## src/mpc_pkg.sv

```systemverilog
// Constants and types shared by the Manchester preamble codec files
// Function
// Configuration writes are dropped while write protection is enabled.
// Transmit preamble length zero sends no preamble before the frame.
// Transmit preamble length one to fifteen lasts that many bit periods.
// Transmit pattern code selects ones, zeros, zero-one pairs or one-zero pairs.
// Transmit polarity zero: zero rises mid-bit, one falls mid-bit.
// Transmit polarity one: zero falls mid-bit, one rises mid-bit.
// Receive preamble length zero disables preamble detection.
// Receive preamble length one to fifteen expects that many bit periods.
// Receive pattern code selects the expected preamble like the transmit code.
// Receive polarity inverts decoding; the expected preamble follows that polarity.
// Both link ends must share polarity and preamble settings.
package mpc_pkg;

	// ---------------------------------------------------------------
	// Register addresses
	// ---------------------------------------------------------------
	localparam logic [31:0] CFG_ADDR   = 32'hf8034250;
	localparam logic [31:0] STAT_ADDR  = 32'hf8034254;
	localparam logic [31:0] TXD_ADDR   = 32'hf8034258;
	localparam logic [31:0] RXD_ADDR   = 32'hf803425c;
	localparam logic [31:0] WPROT_ADDR = 32'hf80342e4;

	// ---------------------------------------------------------------
	// Field positions and reset values
	// ---------------------------------------------------------------
	localparam int TX_LEN_LSB = 0;
	localparam int TX_PAT_LSB = 8;
	localparam int TX_POL_BIT = 12;
	localparam int RX_LEN_LSB = 16;
	localparam int RX_PAT_LSB = 24;
	localparam int RX_POL_BIT = 28;
	localparam int PROT_BIT   = 0;
	localparam int ST_RX_READY = 0;
	localparam int ST_RX_OVR   = 1;
	localparam int ST_TX_FULL  = 2;
	localparam int ST_TX_EMPTY = 3;
	localparam int ST_TX_BUSY  = 4;
	localparam int ST_RX_LOCK  = 5;
	localparam int ST_TX_OVF   = 6;
	localparam logic [31:0] CFG_RESET   = 32'h0000_0000;
	localparam logic [31:0] CFG_MASK    = 32'h130f_130f;
	localparam logic        PROT_RESET  = 1'b0;
	localparam logic        IDLE_LEVEL  = 1'b0;
	localparam logic [3:0]  PL_OFF      = 4'h0;

	// ---------------------------------------------------------------
	// Preamble pattern codes
	// ---------------------------------------------------------------
	localparam logic [1:0] PP_ALL_ONE  = 2'h0;
	localparam logic [1:0] PP_ALL_ZERO = 2'h1;
	localparam logic [1:0] PP_ZERO_ONE = 2'h2;
	localparam logic [1:0] PP_ONE_ZERO = 2'h3;

	// ---------------------------------------------------------------
	// Timing
	// ---------------------------------------------------------------
	localparam int CLK_FREQ_MHZ  = 200;
	localparam int BIT_PERIOD_NS = 100;
	localparam int BIT_CYC       = (BIT_PERIOD_NS * CLK_FREQ_MHZ) / 1000;
	localparam int HALF_CYC      = BIT_CYC / 2;
	localparam int CNT_W         = 6;
	localparam logic [CNT_W-1:0] BIT_LAST   = CNT_W'(BIT_CYC - 1);
	localparam logic [CNT_W-1:0] HALF_CNT   = CNT_W'(HALF_CYC);
	localparam logic [CNT_W-1:0] RX_MID_MIN = CNT_W'((3 * HALF_CYC) / 2);
	localparam logic [CNT_W-1:0] RX_LOSS    = CNT_W'(3 * HALF_CYC);

	// ---------------------------------------------------------------
	// Data path and state types
	// ---------------------------------------------------------------
	localparam int DATA_W     = 8;
	localparam int FIFO_DEPTH = 32;
	localparam logic [2:0] BYTE_LAST = 3'h7;

	typedef enum logic [1:0] {TX_IDLE, TX_PRE, TX_DATA} mpc_tx_state_type;
	typedef enum logic [1:0] {RX_HUNT, RX_PRE, RX_DATA} mpc_rx_state_type;

endpackage

```

## src/mpc_fifo.sv

```systemverilog
// Synchronous FIFO with valid and ready on both sides
`timescale 1ns/1ps
module mpc_fifo #(
	parameter int WIDTH = 8,
	parameter int DEPTH = 32
) (
	// Clock, reset and enable
	input  wire logic             mclk,
	input  wire logic             rstn,
	input  wire logic             ce,
	// Fill side
	input  wire logic             in_valid,
	output wire logic             in_ready,
	input  wire logic [WIDTH-1:0] in_data,
	// Drain side
	output wire logic             out_valid,
	input  wire logic             out_ready,
	output wire logic [WIDTH-1:0] out_data
);
	localparam int AW = $clog2(DEPTH);

	logic [WIDTH-1:0] mem_q [DEPTH];
	logic [AW-1:0]    wr_ptr_q;
	logic [AW-1:0]    rd_ptr_q;
	logic [AW:0]      count_q;

	wire push = ce & in_valid & in_ready;
	wire pop  = ce & out_valid & out_ready;

	assign in_ready  = (count_q != (AW+1)'(DEPTH));
	assign out_valid = (count_q != '0);
	assign out_data  = mem_q[rd_ptr_q];

	// Storage needs no reset; only pointers and count define content
	always_ff @(posedge mclk) begin
		if (push) begin
			mem_q[wr_ptr_q] <= in_data;
		end
	end

	always_ff @(posedge mclk or negedge rstn) begin
		if (!rstn) begin
			wr_ptr_q <= '0;
			rd_ptr_q <= '0;
			count_q  <= '0;
		end else begin
			if (push) begin
				wr_ptr_q <= wr_ptr_q + AW'(1);
			end
			if (pop) begin
				rd_ptr_q <= rd_ptr_q + AW'(1);
			end
			if (push && !pop) begin
				count_q <= count_q + (AW+1)'(1);
			end else if (pop && !push) begin
				count_q <= count_q - (AW+1)'(1);
			end
		end
	end

endmodule

```

## src/mpc_codec.sv

```systemverilog
// Manchester codec with programmable preamble, polarity and register port
//
// Implementation choice: strobed register access.
`timescale 1ns/1ps
module mpc_codec (
	// Clock, reset and enable
	input  wire logic        mclk,
	input  wire logic        rstn,
	input  wire logic        ce,
	// Register port
	input  wire logic [31:0] reg_addr,
	input  wire logic [31:0] reg_wdata,
	input  wire logic        reg_wr,
	input  wire logic        reg_rd,
	output logic      [31:0] reg_rdata,
	// Serial link
	output logic             tx_line,
	input  wire logic        rx_line
);

	// ---------------------------------------------------------------
	// Declarations
	// ---------------------------------------------------------------
	logic [31:0]                    cfg_q;
	logic                           write_protect_enable_q;
	logic [31:0]                    rdata_d;
	logic                           rx_ready_q;
	logic                           rx_ovr_q;
	logic                           tx_ovf_q;
	logic [mpc_pkg::DATA_W-1:0]     rx_byte_q;
	mpc_pkg::mpc_tx_state_type      tx_state_q;
	logic [mpc_pkg::CNT_W-1:0]      tx_cnt_q;
	logic [3:0]                     tx_idx_q;
	logic [mpc_pkg::DATA_W-1:0]     tx_shift_q;
	logic                           tx_line_d;
	logic                           rx_s1_q;
	logic                           rx_s2_q;
	logic                           rx_prev_q;
	logic                           rx_frame_q;
	logic [mpc_pkg::CNT_W-1:0]      rx_cnt_q;
	mpc_pkg::mpc_rx_state_type      rx_state_q;
	logic [3:0]                     rx_idx_q;
	logic [mpc_pkg::DATA_W-1:0]     rx_shift_q;
	logic                           fifo_in_ready;
	logic                           fifo_out_valid;
	logic [mpc_pkg::DATA_W-1:0]     fifo_out_data;

	// ---------------------------------------------------------------
	// Preamble bit for a pattern code and bit parity
	// ---------------------------------------------------------------
	// one encoding both ends
	function automatic logic pattern_bit(input logic [1:0] pp, input logic odd);
		logic b;
		b = 1'b1;
		case (pp)
			mpc_pkg::PP_ALL_ONE:  b = 1'b1;
			mpc_pkg::PP_ALL_ZERO: b = 1'b0;
			mpc_pkg::PP_ZERO_ONE: b = odd;
			default:              b = ~odd;
		endcase
		return b;
	endfunction

	// ---------------------------------------------------------------
	// Configuration fields
	// ---------------------------------------------------------------
	wire [3:0] tx_preamble_length  = cfg_q[mpc_pkg::TX_LEN_LSB +: 4];
	wire [1:0] tx_preamble_pattern = cfg_q[mpc_pkg::TX_PAT_LSB +: 2];
	wire       tx_coding_polarity  = cfg_q[mpc_pkg::TX_POL_BIT];
	wire [3:0] rx_preamble_length  = cfg_q[mpc_pkg::RX_LEN_LSB +: 4];
	wire [1:0] rx_preamble_pattern = cfg_q[mpc_pkg::RX_PAT_LSB +: 2];
	wire       rx_coding_polarity  = cfg_q[mpc_pkg::RX_POL_BIT];

	// ---------------------------------------------------------------
	// Address decode
	// ---------------------------------------------------------------
	wire hit_cfg   = (reg_addr == mpc_pkg::CFG_ADDR);
	wire hit_stat  = (reg_addr == mpc_pkg::STAT_ADDR);
	wire hit_txd   = (reg_addr == mpc_pkg::TXD_ADDR);
	wire hit_rxd   = (reg_addr == mpc_pkg::RXD_ADDR);
	wire hit_wprot = (reg_addr == mpc_pkg::WPROT_ADDR);

	// protected config write
	wire cfg_we    = reg_wr & hit_cfg & ~write_protect_enable_q;
	wire wprot_we  = reg_wr & hit_wprot;
	wire txd_we    = reg_wr & hit_txd;
	wire stat_we   = reg_wr & hit_stat;
	wire rxd_rd    = reg_rd & hit_rxd;

	// ---------------------------------------------------------------
	// Status word
	// ---------------------------------------------------------------
	wire tx_busy = (tx_state_q != mpc_pkg::TX_IDLE);
	wire rx_lock = (rx_state_q == mpc_pkg::RX_DATA);
	wire [31:0] status_word = {25'h0, tx_ovf_q, rx_lock, tx_busy,
		~fifo_out_valid, ~fifo_in_ready, rx_ovr_q, rx_ready_q};

	// Unmapped reads answer zero
	always_comb begin
		rdata_d = 32'h0000_0000;
		if (!reg_rd) begin
			rdata_d = 32'h0000_0000;
		end else if (hit_cfg) begin
			rdata_d = cfg_q;
		end else if (hit_stat) begin
			rdata_d = status_word;
		end else if (hit_rxd) begin
			rdata_d = {24'h0, rx_byte_q};
		end else if (hit_wprot) begin
			rdata_d = {31'h0, write_protect_enable_q};
		end
	end

	// ---------------------------------------------------------------
	// Register file
	// ---------------------------------------------------------------
	always_ff @(posedge mclk or negedge rstn) begin
		if (!rstn) begin
			cfg_q     <= mpc_pkg::CFG_RESET;
			write_protect_enable_q <= mpc_pkg::PROT_RESET;
			reg_rdata <= 32'h0000_0000;
		end else if (ce) begin
			reg_rdata <= rdata_d;
			if (cfg_we) begin
				cfg_q <= reg_wdata & mpc_pkg::CFG_MASK;
			end
			if (wprot_we) begin
				write_protect_enable_q <= reg_wdata[mpc_pkg::PROT_BIT];
			end
		end
	end

	// ---------------------------------------------------------------
	// Transmit buffer
	// ---------------------------------------------------------------
	wire tx_push_drop = txd_we & ~fifo_in_ready;
	wire tx_take;

	mpc_fifo #(
		.WIDTH (mpc_pkg::DATA_W),
		.DEPTH (mpc_pkg::FIFO_DEPTH)
	) u_tx_fifo (
		.mclk      (mclk),
		.rstn      (rstn),
		.ce        (ce),
		.in_valid  (txd_we),
		.in_ready  (fifo_in_ready),
		.in_data   (reg_wdata[mpc_pkg::DATA_W-1:0]),
		.out_valid (fifo_out_valid),
		.out_ready (tx_take),
		.out_data  (fifo_out_data)
	);

	// ---------------------------------------------------------------
	// Transmit encoder
	// ---------------------------------------------------------------
	wire tx_bit_end  = (tx_cnt_q == mpc_pkg::BIT_LAST);
	wire tx_first    = (tx_cnt_q < mpc_pkg::HALF_CNT);
	wire tx_byte_end = tx_bit_end & (tx_idx_q[2:0] == mpc_pkg::BYTE_LAST);
	// preamble content by code
	wire tx_pre_bit  = pattern_bit(tx_preamble_pattern, tx_idx_q[0]);
	wire tx_cur_bit  = (tx_state_q == mpc_pkg::TX_PRE) ? tx_pre_bit
		: tx_shift_q[mpc_pkg::DATA_W-1];
	// first half equals the bit when polarity is zero
	// polarity one swaps both halves
	wire tx_half1    = tx_cur_bit ^ tx_coding_polarity;
	wire tx_pre_done = tx_bit_end & ({1'b0, tx_idx_q} + 5'h1 >= {1'b0, tx_preamble_length});

	// Next byte joins the frame without a gap or a new preamble
	assign tx_take = ((tx_state_q == mpc_pkg::TX_IDLE) | (tx_state_q == mpc_pkg::TX_DATA
		& tx_byte_end)) & fifo_out_valid;

	always_comb begin
		tx_line_d = mpc_pkg::IDLE_LEVEL;
		if (tx_busy) begin
			tx_line_d = tx_first ? tx_half1 : ~tx_half1;
		end
	end

	always_ff @(posedge mclk or negedge rstn) begin
		if (!rstn) begin
			tx_state_q <= mpc_pkg::TX_IDLE;
			tx_cnt_q   <= '0;
			tx_idx_q   <= 4'h0;
			tx_shift_q <= '0;
			tx_line    <= mpc_pkg::IDLE_LEVEL;
		end else if (ce) begin
			tx_line  <= tx_line_d;
			tx_cnt_q <= (tx_bit_end || !tx_busy) ? '0 : tx_cnt_q + mpc_pkg::CNT_W'(1);
			case (tx_state_q)
				mpc_pkg::TX_IDLE: begin
					tx_idx_q <= 4'h0;
					if (fifo_out_valid) begin
						tx_shift_q <= fifo_out_data;
						// zero length skips the preamble
						tx_state_q <= (tx_preamble_length == mpc_pkg::PL_OFF)
							? mpc_pkg::TX_DATA : mpc_pkg::TX_PRE;
					end
				end
				mpc_pkg::TX_PRE: begin
					// preamble lasts length bit periods
					if (tx_pre_done) begin
						tx_idx_q   <= 4'h0;
						tx_state_q <= mpc_pkg::TX_DATA;
					end else if (tx_bit_end) begin
						tx_idx_q <= tx_idx_q + 4'h1;
					end
				end
				mpc_pkg::TX_DATA: begin
					if (tx_byte_end) begin
						tx_idx_q <= 4'h0;
						if (fifo_out_valid) begin
							tx_shift_q <= fifo_out_data;
						end else begin
							tx_state_q <= mpc_pkg::TX_IDLE;
						end
					end else if (tx_bit_end) begin
						tx_idx_q   <= tx_idx_q + 4'h1;
						tx_shift_q <= {tx_shift_q[mpc_pkg::DATA_W-2:0], 1'b0};
					end
				end
				default: tx_state_q <= mpc_pkg::TX_IDLE;
			endcase
		end
	end

	// ---------------------------------------------------------------
	// Receive synchroniser and bit recovery
	// ---------------------------------------------------------------
	wire rx_edge    = rx_s2_q ^ rx_prev_q;
	// Edges early in the bit are cell boundaries, not data
	wire rx_mid     = rx_frame_q & rx_edge & (rx_cnt_q >= mpc_pkg::RX_MID_MIN);
	wire rx_lost    = rx_frame_q & ~rx_edge & (rx_cnt_q >= mpc_pkg::RX_LOSS);
	// inverse of the level after the mid-bit edge, polarity applied
	wire rx_bit     = ~rx_s2_q ^ rx_coding_polarity;

	always_ff @(posedge mclk or negedge rstn) begin
		if (!rstn) begin
			rx_s1_q    <= mpc_pkg::IDLE_LEVEL;
			rx_s2_q    <= mpc_pkg::IDLE_LEVEL;
			rx_prev_q  <= mpc_pkg::IDLE_LEVEL;
			rx_frame_q <= 1'b0;
			rx_cnt_q   <= '0;
		end else if (ce) begin
			rx_s1_q   <= rx_line;
			rx_s2_q   <= rx_s1_q;
			rx_prev_q <= rx_s2_q;
			if (!rx_frame_q) begin
				// First edge is taken as a cell boundary
				if (rx_edge) begin
					rx_frame_q <= 1'b1;
					rx_cnt_q   <= mpc_pkg::HALF_CNT;
				end
			end else if (rx_lost) begin
				rx_frame_q <= 1'b0;
			end else if (rx_mid) begin
				rx_cnt_q <= '0;
			end else begin
				rx_cnt_q <= rx_cnt_q + mpc_pkg::CNT_W'(1);
			end
		end
	end

	// ---------------------------------------------------------------
	// Receive preamble detection and byte assembly
	// ---------------------------------------------------------------
	// expected preamble bit by code
	wire rx_exp      = pattern_bit(rx_preamble_pattern, rx_idx_q[0]);
	wire rx_exp0     = pattern_bit(rx_preamble_pattern, 1'b0);
	wire rx_pre_done = ({1'b0, rx_idx_q} + 5'h1 >= {1'b0, rx_preamble_length});
	wire rx_byte_end = rx_mid & (rx_state_q == mpc_pkg::RX_DATA)
		& (rx_idx_q[2:0] == mpc_pkg::BYTE_LAST);
	wire [mpc_pkg::DATA_W-1:0] rx_byte_d = {rx_shift_q[mpc_pkg::DATA_W-2:0], rx_bit};

	always_ff @(posedge mclk or negedge rstn) begin
		if (!rstn) begin
			rx_state_q <= mpc_pkg::RX_HUNT;
			rx_idx_q   <= 4'h0;
			rx_shift_q <= '0;
			rx_byte_q  <= '0;
		end else if (ce) begin
			if (rx_lost) begin
				rx_state_q <= mpc_pkg::RX_HUNT;
				rx_idx_q   <= 4'h0;
			end else begin
				case (rx_state_q)
					mpc_pkg::RX_HUNT: begin
						rx_idx_q <= 4'h0;
						// no detection at zero length
						// Length checked at frame start; settings are not held, so changes apply at once
						if (rx_frame_q) begin
							rx_state_q <= (rx_preamble_length == mpc_pkg::PL_OFF)
								? mpc_pkg::RX_DATA : mpc_pkg::RX_PRE;
						end
					end
					mpc_pkg::RX_PRE: begin
						// length matching bits complete the preamble
						if (rx_mid && rx_bit == rx_exp && rx_pre_done) begin
							rx_idx_q   <= 4'h0;
							rx_state_q <= mpc_pkg::RX_DATA;
						end else if (rx_mid && rx_bit == rx_exp) begin
							rx_idx_q <= rx_idx_q + 4'h1;
						end else if (rx_mid) begin
							// Mismatch may itself start a new preamble
							rx_idx_q <= (rx_bit == rx_exp0) ? 4'h1 : 4'h0;
						end
					end
					mpc_pkg::RX_DATA: begin
						if (rx_byte_end) begin
							rx_idx_q  <= 4'h0;
							rx_byte_q <= rx_byte_d;
						end else if (rx_mid) begin
							rx_idx_q   <= rx_idx_q + 4'h1;
							rx_shift_q <= rx_byte_d;
						end
					end
					default: rx_state_q <= mpc_pkg::RX_HUNT;
				endcase
			end
		end
	end

	// ---------------------------------------------------------------
	// Sticky status flags, set wins over clear
	// ---------------------------------------------------------------
	wire ovr_clr = stat_we & reg_wdata[mpc_pkg::ST_RX_OVR];
	wire ovf_clr = stat_we & reg_wdata[mpc_pkg::ST_TX_OVF];
	wire ovr_set = rx_byte_end & rx_ready_q & ~rxd_rd;

	always_ff @(posedge mclk or negedge rstn) begin
		if (!rstn) begin
			rx_ready_q <= 1'b0;
			rx_ovr_q   <= 1'b0;
			tx_ovf_q   <= 1'b0;
		end else if (ce) begin
			rx_ready_q <= rx_byte_end | (rx_ready_q & ~rxd_rd);
			rx_ovr_q   <= ovr_set | (rx_ovr_q & ~ovr_clr);
			tx_ovf_q   <= tx_push_drop | (tx_ovf_q & ~ovf_clr);
		end
	end

endmodule

```

## config.mk

```make
export PLATFORM = sky130hd
export DESIGN_NAME = mpc_codec
export DESIGN_NICKNAME = d
export VERILOG_FILES = /design/src/mpc_pkg.sv /design/src/mpc_fifo.sv /design/src/mpc_codec.sv
export SDC_FILE = /design/constraint.sdc
export NUM_CORES = 1
export LEC_CHECK = 0
export ABC_AREA = 1
export BUFFER_PORTS_ARGS = -buffer_cell sky130_fd_sc_hd__buf_4
export CORE_ASPECT_RATIO = 1.1
export CORE_MARGIN = 2
export CORE_UTILIZATION = 45
export CTS_CLUSTER_DIAMETER = 30
export DETAILED_ROUTE_END_ITERATION = 10
export GPL_ROUTABILITY_DRIVEN = 0
export SLEW_MARGIN = 20
export SYNTH_ARGS = -nofsm -noshare
export SYNTH_HDL_FRONTEND = slang
export SYNTH_SLANG_ARGS = --single-unit
```

## constraint.sdc

```tcl
create_clock -name mclk -period 6.6 [get_ports mclk]
set_input_delay 1.32 -clock mclk [delete_from_list [all_inputs] [get_ports mclk]]
set_output_delay 1.32 -clock mclk [all_outputs]
set_load 0.02 [all_outputs]
```

==> reports/metrics.csv <==
stage;metric;value;unit
clocking;clock sink count;360;
die;I/O Pins;103;
die;row count;74;
sta;fin crit period;3450;ps
worst_setup_path;cells along the critical path;buf_4 > nor2_1 > nand3b_1 > nor2_1 > nand2_1 > nor2_8 > nand3_4 > nor2_8 > ha_1 > inv_1 > ha_1 > nand3_1 > nand3_1 > nand2_1 > nand2_1 > a21oi_1 > xor2_1 > nand2_1 > o21ai_0;
detailed_routing;top sig layer;met4;
worst_setup_path;Critical Path Most Common Cell;nand2_1;
synthesis;Avg Synthesized Cell Area;9.58;um2
sta;worst-margin pin slew;948;ps
sta;worst hold slack;466;ps
detailed_routing;vias per cell;5.09;
global_route;vias in the first global route;12042;
clocking;CTS tree;done;
worst_setup_path;Setup CP Type;primary input to flip-flop;
sta;period utilization;0.523;
power_and_ir_drop;LEAKAGE;0.00876;uW
die;Die Ht;207;um
status;outcome;finished, final reports clean;
worst_setup_path;Worst R2R Setup Slack;3260;ps
clocking;Setup Buffers After CTS;0;
clocking;CTS Hold Bufs;0;
clocking;total CTS buffers;74;
final_layout;Nets;1959;
placement;HPWL after detailed placement;24400;um
placement;port bufs;74;
hold_path;worst min path class;flip-flop to flip-flop;
clocking;worst skew pair latency;590;ps
synthesis;Async SR Flop Fraction;0.289;
sta;Slew Limit Fails;0;
global_route;initial antenna violation count;0;
power_and_ir_drop;Final Power;8440;uW
die;core area;37000;um2
synthesis;top cell type's share of synthesized area;0.456;
detailed_routing;DRC;0;
synthesis;Distinct cells, synth;43;
worst_setup_path;FF-to-FF End;u_tx_fifo.count_q[5];
worst_setup_path;Crit path largest cell delay;360;ps
detailed_routing;DRT Wirelength;39800;um
final_layout;FILL cells;3259;
worst_setup_path;crit-path max FO;8;
power_and_ir_drop;power per cell area;416;nW/um2
die;initial core utilization;0.455;
detailed_routing;Post-DRT Antenna Nets;0;
clocking;H-tree Lvls;3;
detailed_routing;met3 wire len;2330;um
global_route;total track usage;0.208;
clocking;Bufs on Longest Clock Path;3;
sta;FMAX;290;MHz
sta;final hold violations;0;
sta;Worst Slack Setup Final;3150;ps
placement;worst slack at placement;2530;ps
final_layout;Area growth syn-to-layout;20.5;%
sta;Clock Skew;34.3;ps
detailed_routing;1st-pass router iterations;7;
hold_path;hold path startpoint;rx_s1_q;
detailed_routing;DRT met1 WL;17800;um
sta;final count of negative-setup-slack endpoints;0;
synthesis;ys flop type;edfxtp_1;
die;Die W;189;um
synthesis;post-synthesis cell count;1760;
clocking;PostCTS Resize Cnt;0;
synthesis;post-synthesis sequential area ratio;0.610;
synthesis;Yosys warnings;0;
synthesis;number of synthesized flops with an enable pin;256;
flow_run;max_cap viols;0;
global_route;first-pass GRT wire length;64100;um
worst_setup_path;Critical path buffers and inverters;2;
worst_setup_path;startpoint types;primary input;
worst_setup_path;crit end category;flip-flop;
worst_setup_path;Crit path max-delay family;simple AND/OR/NAND/NOR gates;
sta;normalized max-slew margin;0.365;
worst_setup_path;cells on worst reg2reg path;18;
synthesis;FF+latch count, synth;360;
worst_setup_path;slowest stage cell, crit path;ha_1;
final_layout;Diodes inserted;0;
worst_setup_path;Arr. time, crit path;3940;ps
detailed_routing;mean routed wirelength per cell;16.5;um
synthesis;main area contributors after synthesis;edfxtp_1 (46%), dfrtp_1 (15%), nand2_1 (11%);
clocking;Clk pin slew, worst setup/hold paths;50;ps
worst_setup_path;CP required;7090;ps
sta;unrepaired setup endpoints after global routing;false;
detailed_routing;via count;12247;
hold_path;Hold EP;rx_s1_q;
global_route;grt ovf;0;
detailed_routing;met2 wire length;18900;um
final_layout;area taken by multi-input logic gates;5470;um2
sta;Fin Setup TNS;0;ps
hold_path;Hold Crit Depth;2;
worst_setup_path;crit path from;reg_addr[25];
final_layout;fraction of layout cells with a size suffix above 1;0.123;
detailed_routing;Initial DRC Count;790;
power_and_ir_drop;worst-case vdd ir drop;0.244;mV
final_layout;FF+latch area;10300;um2
clocking;CTS Root Cell;clkbuf_16;
synthesis;synthesized area;16900;um2
die;die area;39000;um2
global_route;largest net degree at the start of global routing;79;
synthesis;cell type with the largest total area after synthesis;edfxtp_1;
worst_setup_path;Crit Reg-Reg Startpoint;u_tx_fifo.count_q[0];
-- routing by layer --
layer | track usage | up-vias
li1 | - | 5987
met1 | 0.284 | 5898
met2 | 0.333 | 313
met3 | 0.0405 | 49
met4 | 0.0703 | 0
met5 | 0 | -
-- synth_stat cells, types with 5 or more instances --
master    count
edfxtp_1    256
nor2_1      157
nand2_1     501
nor3_1        5
dfrtp_1     104
buf_4        19
clkbuf_1     22
ha_1         35
inv_1       193
nand4_1      17
o31ai_1       6
xor2_1       19
buf_2        34
o21ai_0      96
nand2_2       8
nand3_1     176
nor2_2        6
a21oi_1      43
o211ai_1     16
-- state kept, by name, indices dropped and copies added (netlist names), 2 cells and up --
register	flops
cfg_q	14
reg_rdata	18
rx_byte_q	8
rx_cnt_q	6
rx_idx_q	4
rx_shift_q	7
rx_state_q	2
tx_cnt_q	6
tx_idx_q	4
tx_shift_q	8
tx_state_q	2
u_tx_fifo.count_q	6
u_tx_fifo.mem_q	256
u_tx_fifo.rd_ptr_q	5
u_tx_fifo.wr_ptr_q	5
-- where the power goes --
part	internal, uW	total [uW]	switching [uW]
sequential	2540	2720	181
clock	2590	3810	1220
combinational	588	1910	1330
total	5720	8440	2730
-- worst max path at each step --
| stage | depth (start not counted) | end |
|---|---|---|
| floorplan | 18 | u_tx_fifo.count_q[5] |
| global placement | 19 | u_tx_fifo.count_q[5] |
| detailed placement | 19 | u_tx_fifo.count_q[5] |
| CTS | 19 | u_tx_fifo.count_q[5] |
| global route | 19 | u_tx_fifo.count_q[5] |
| finish | 19 | u_tx_fifo.count_q[5] |
-- worst register-to-register path: stages (launching register included) --
cell	delay, ps
dfrtp_1	420
nor2_1	70
nand2_1	70
nor2_1	60
nand2_1	480
nand2_1	230
a21oi_4	290
inv_1	140
ha_1	250
inv_1	190
ha_1	300
nand3_1	90
nand3_1	80
nand2_1	90
nand2_1	50
a21oi_1	160
xor2_1	160
nand2_1	60
o21ai_0	70
-- cell usage in the layout (no fill, tap or decap), drive strengths merged --
cell type  synthesis  routed
clkinvlp           0       5
inv              195     201
clkbuf            22      92
xor2              20      20
nor3b              1       1
nand3b             3       3
o21ai            100     100
fa                 1       1
o221ai             1       1
a31oi              1       1
o31ai              6       6
nor3              10      10
a21oi             44      44
nand4             17      17
xnor2              2       2
clkinv             3      25
nand2            510     510
bufinv             0      12
conb               1      14
a21o               1       1
nor2             166     166
or2                4       4
o22ai              4       4
o211ai            16      16
buf               55      81
ha                35      35
nand3            181     181
dfrtp            104     104
edfxtp           256     256
o21a               1       1
-- cells by family after synthesis --
| group | synth area share |
|---|---|
| DFF | 0.610 |
| AOI/OAI and AO/OA | 0.0565 |
| xor gates and xnor gates | 0.0119 |
| buffers and inverters | 0.0680 |
| adders and majority gates | 0.0272 |
| other | 0.000222 |
| and+or+nand+nor | 0.226 |
-- final cells by class --
cell class / count / area share
flip-flops and latches: 360 / 0.507
multi-input cells: 1138 / 0.269
clock buffers: 92 / 0.0965
inverters: 198 / 0.0367
well taps: 494 / 0.0304
clock inverters: 45 / 0.0302
repair buffers: 81 / 0.0299
-- per-stage QoR --
step	instances	area [um2]	util
finish	2408	20300	0.548
global route	2408	20300	0.548
CTS	2408	20300	0.548
detailed placement	2271	17700	0.479
global placement	2271	17700	0.479
floorplan	1773	16900	-
(Power assumes the default switching activity.)
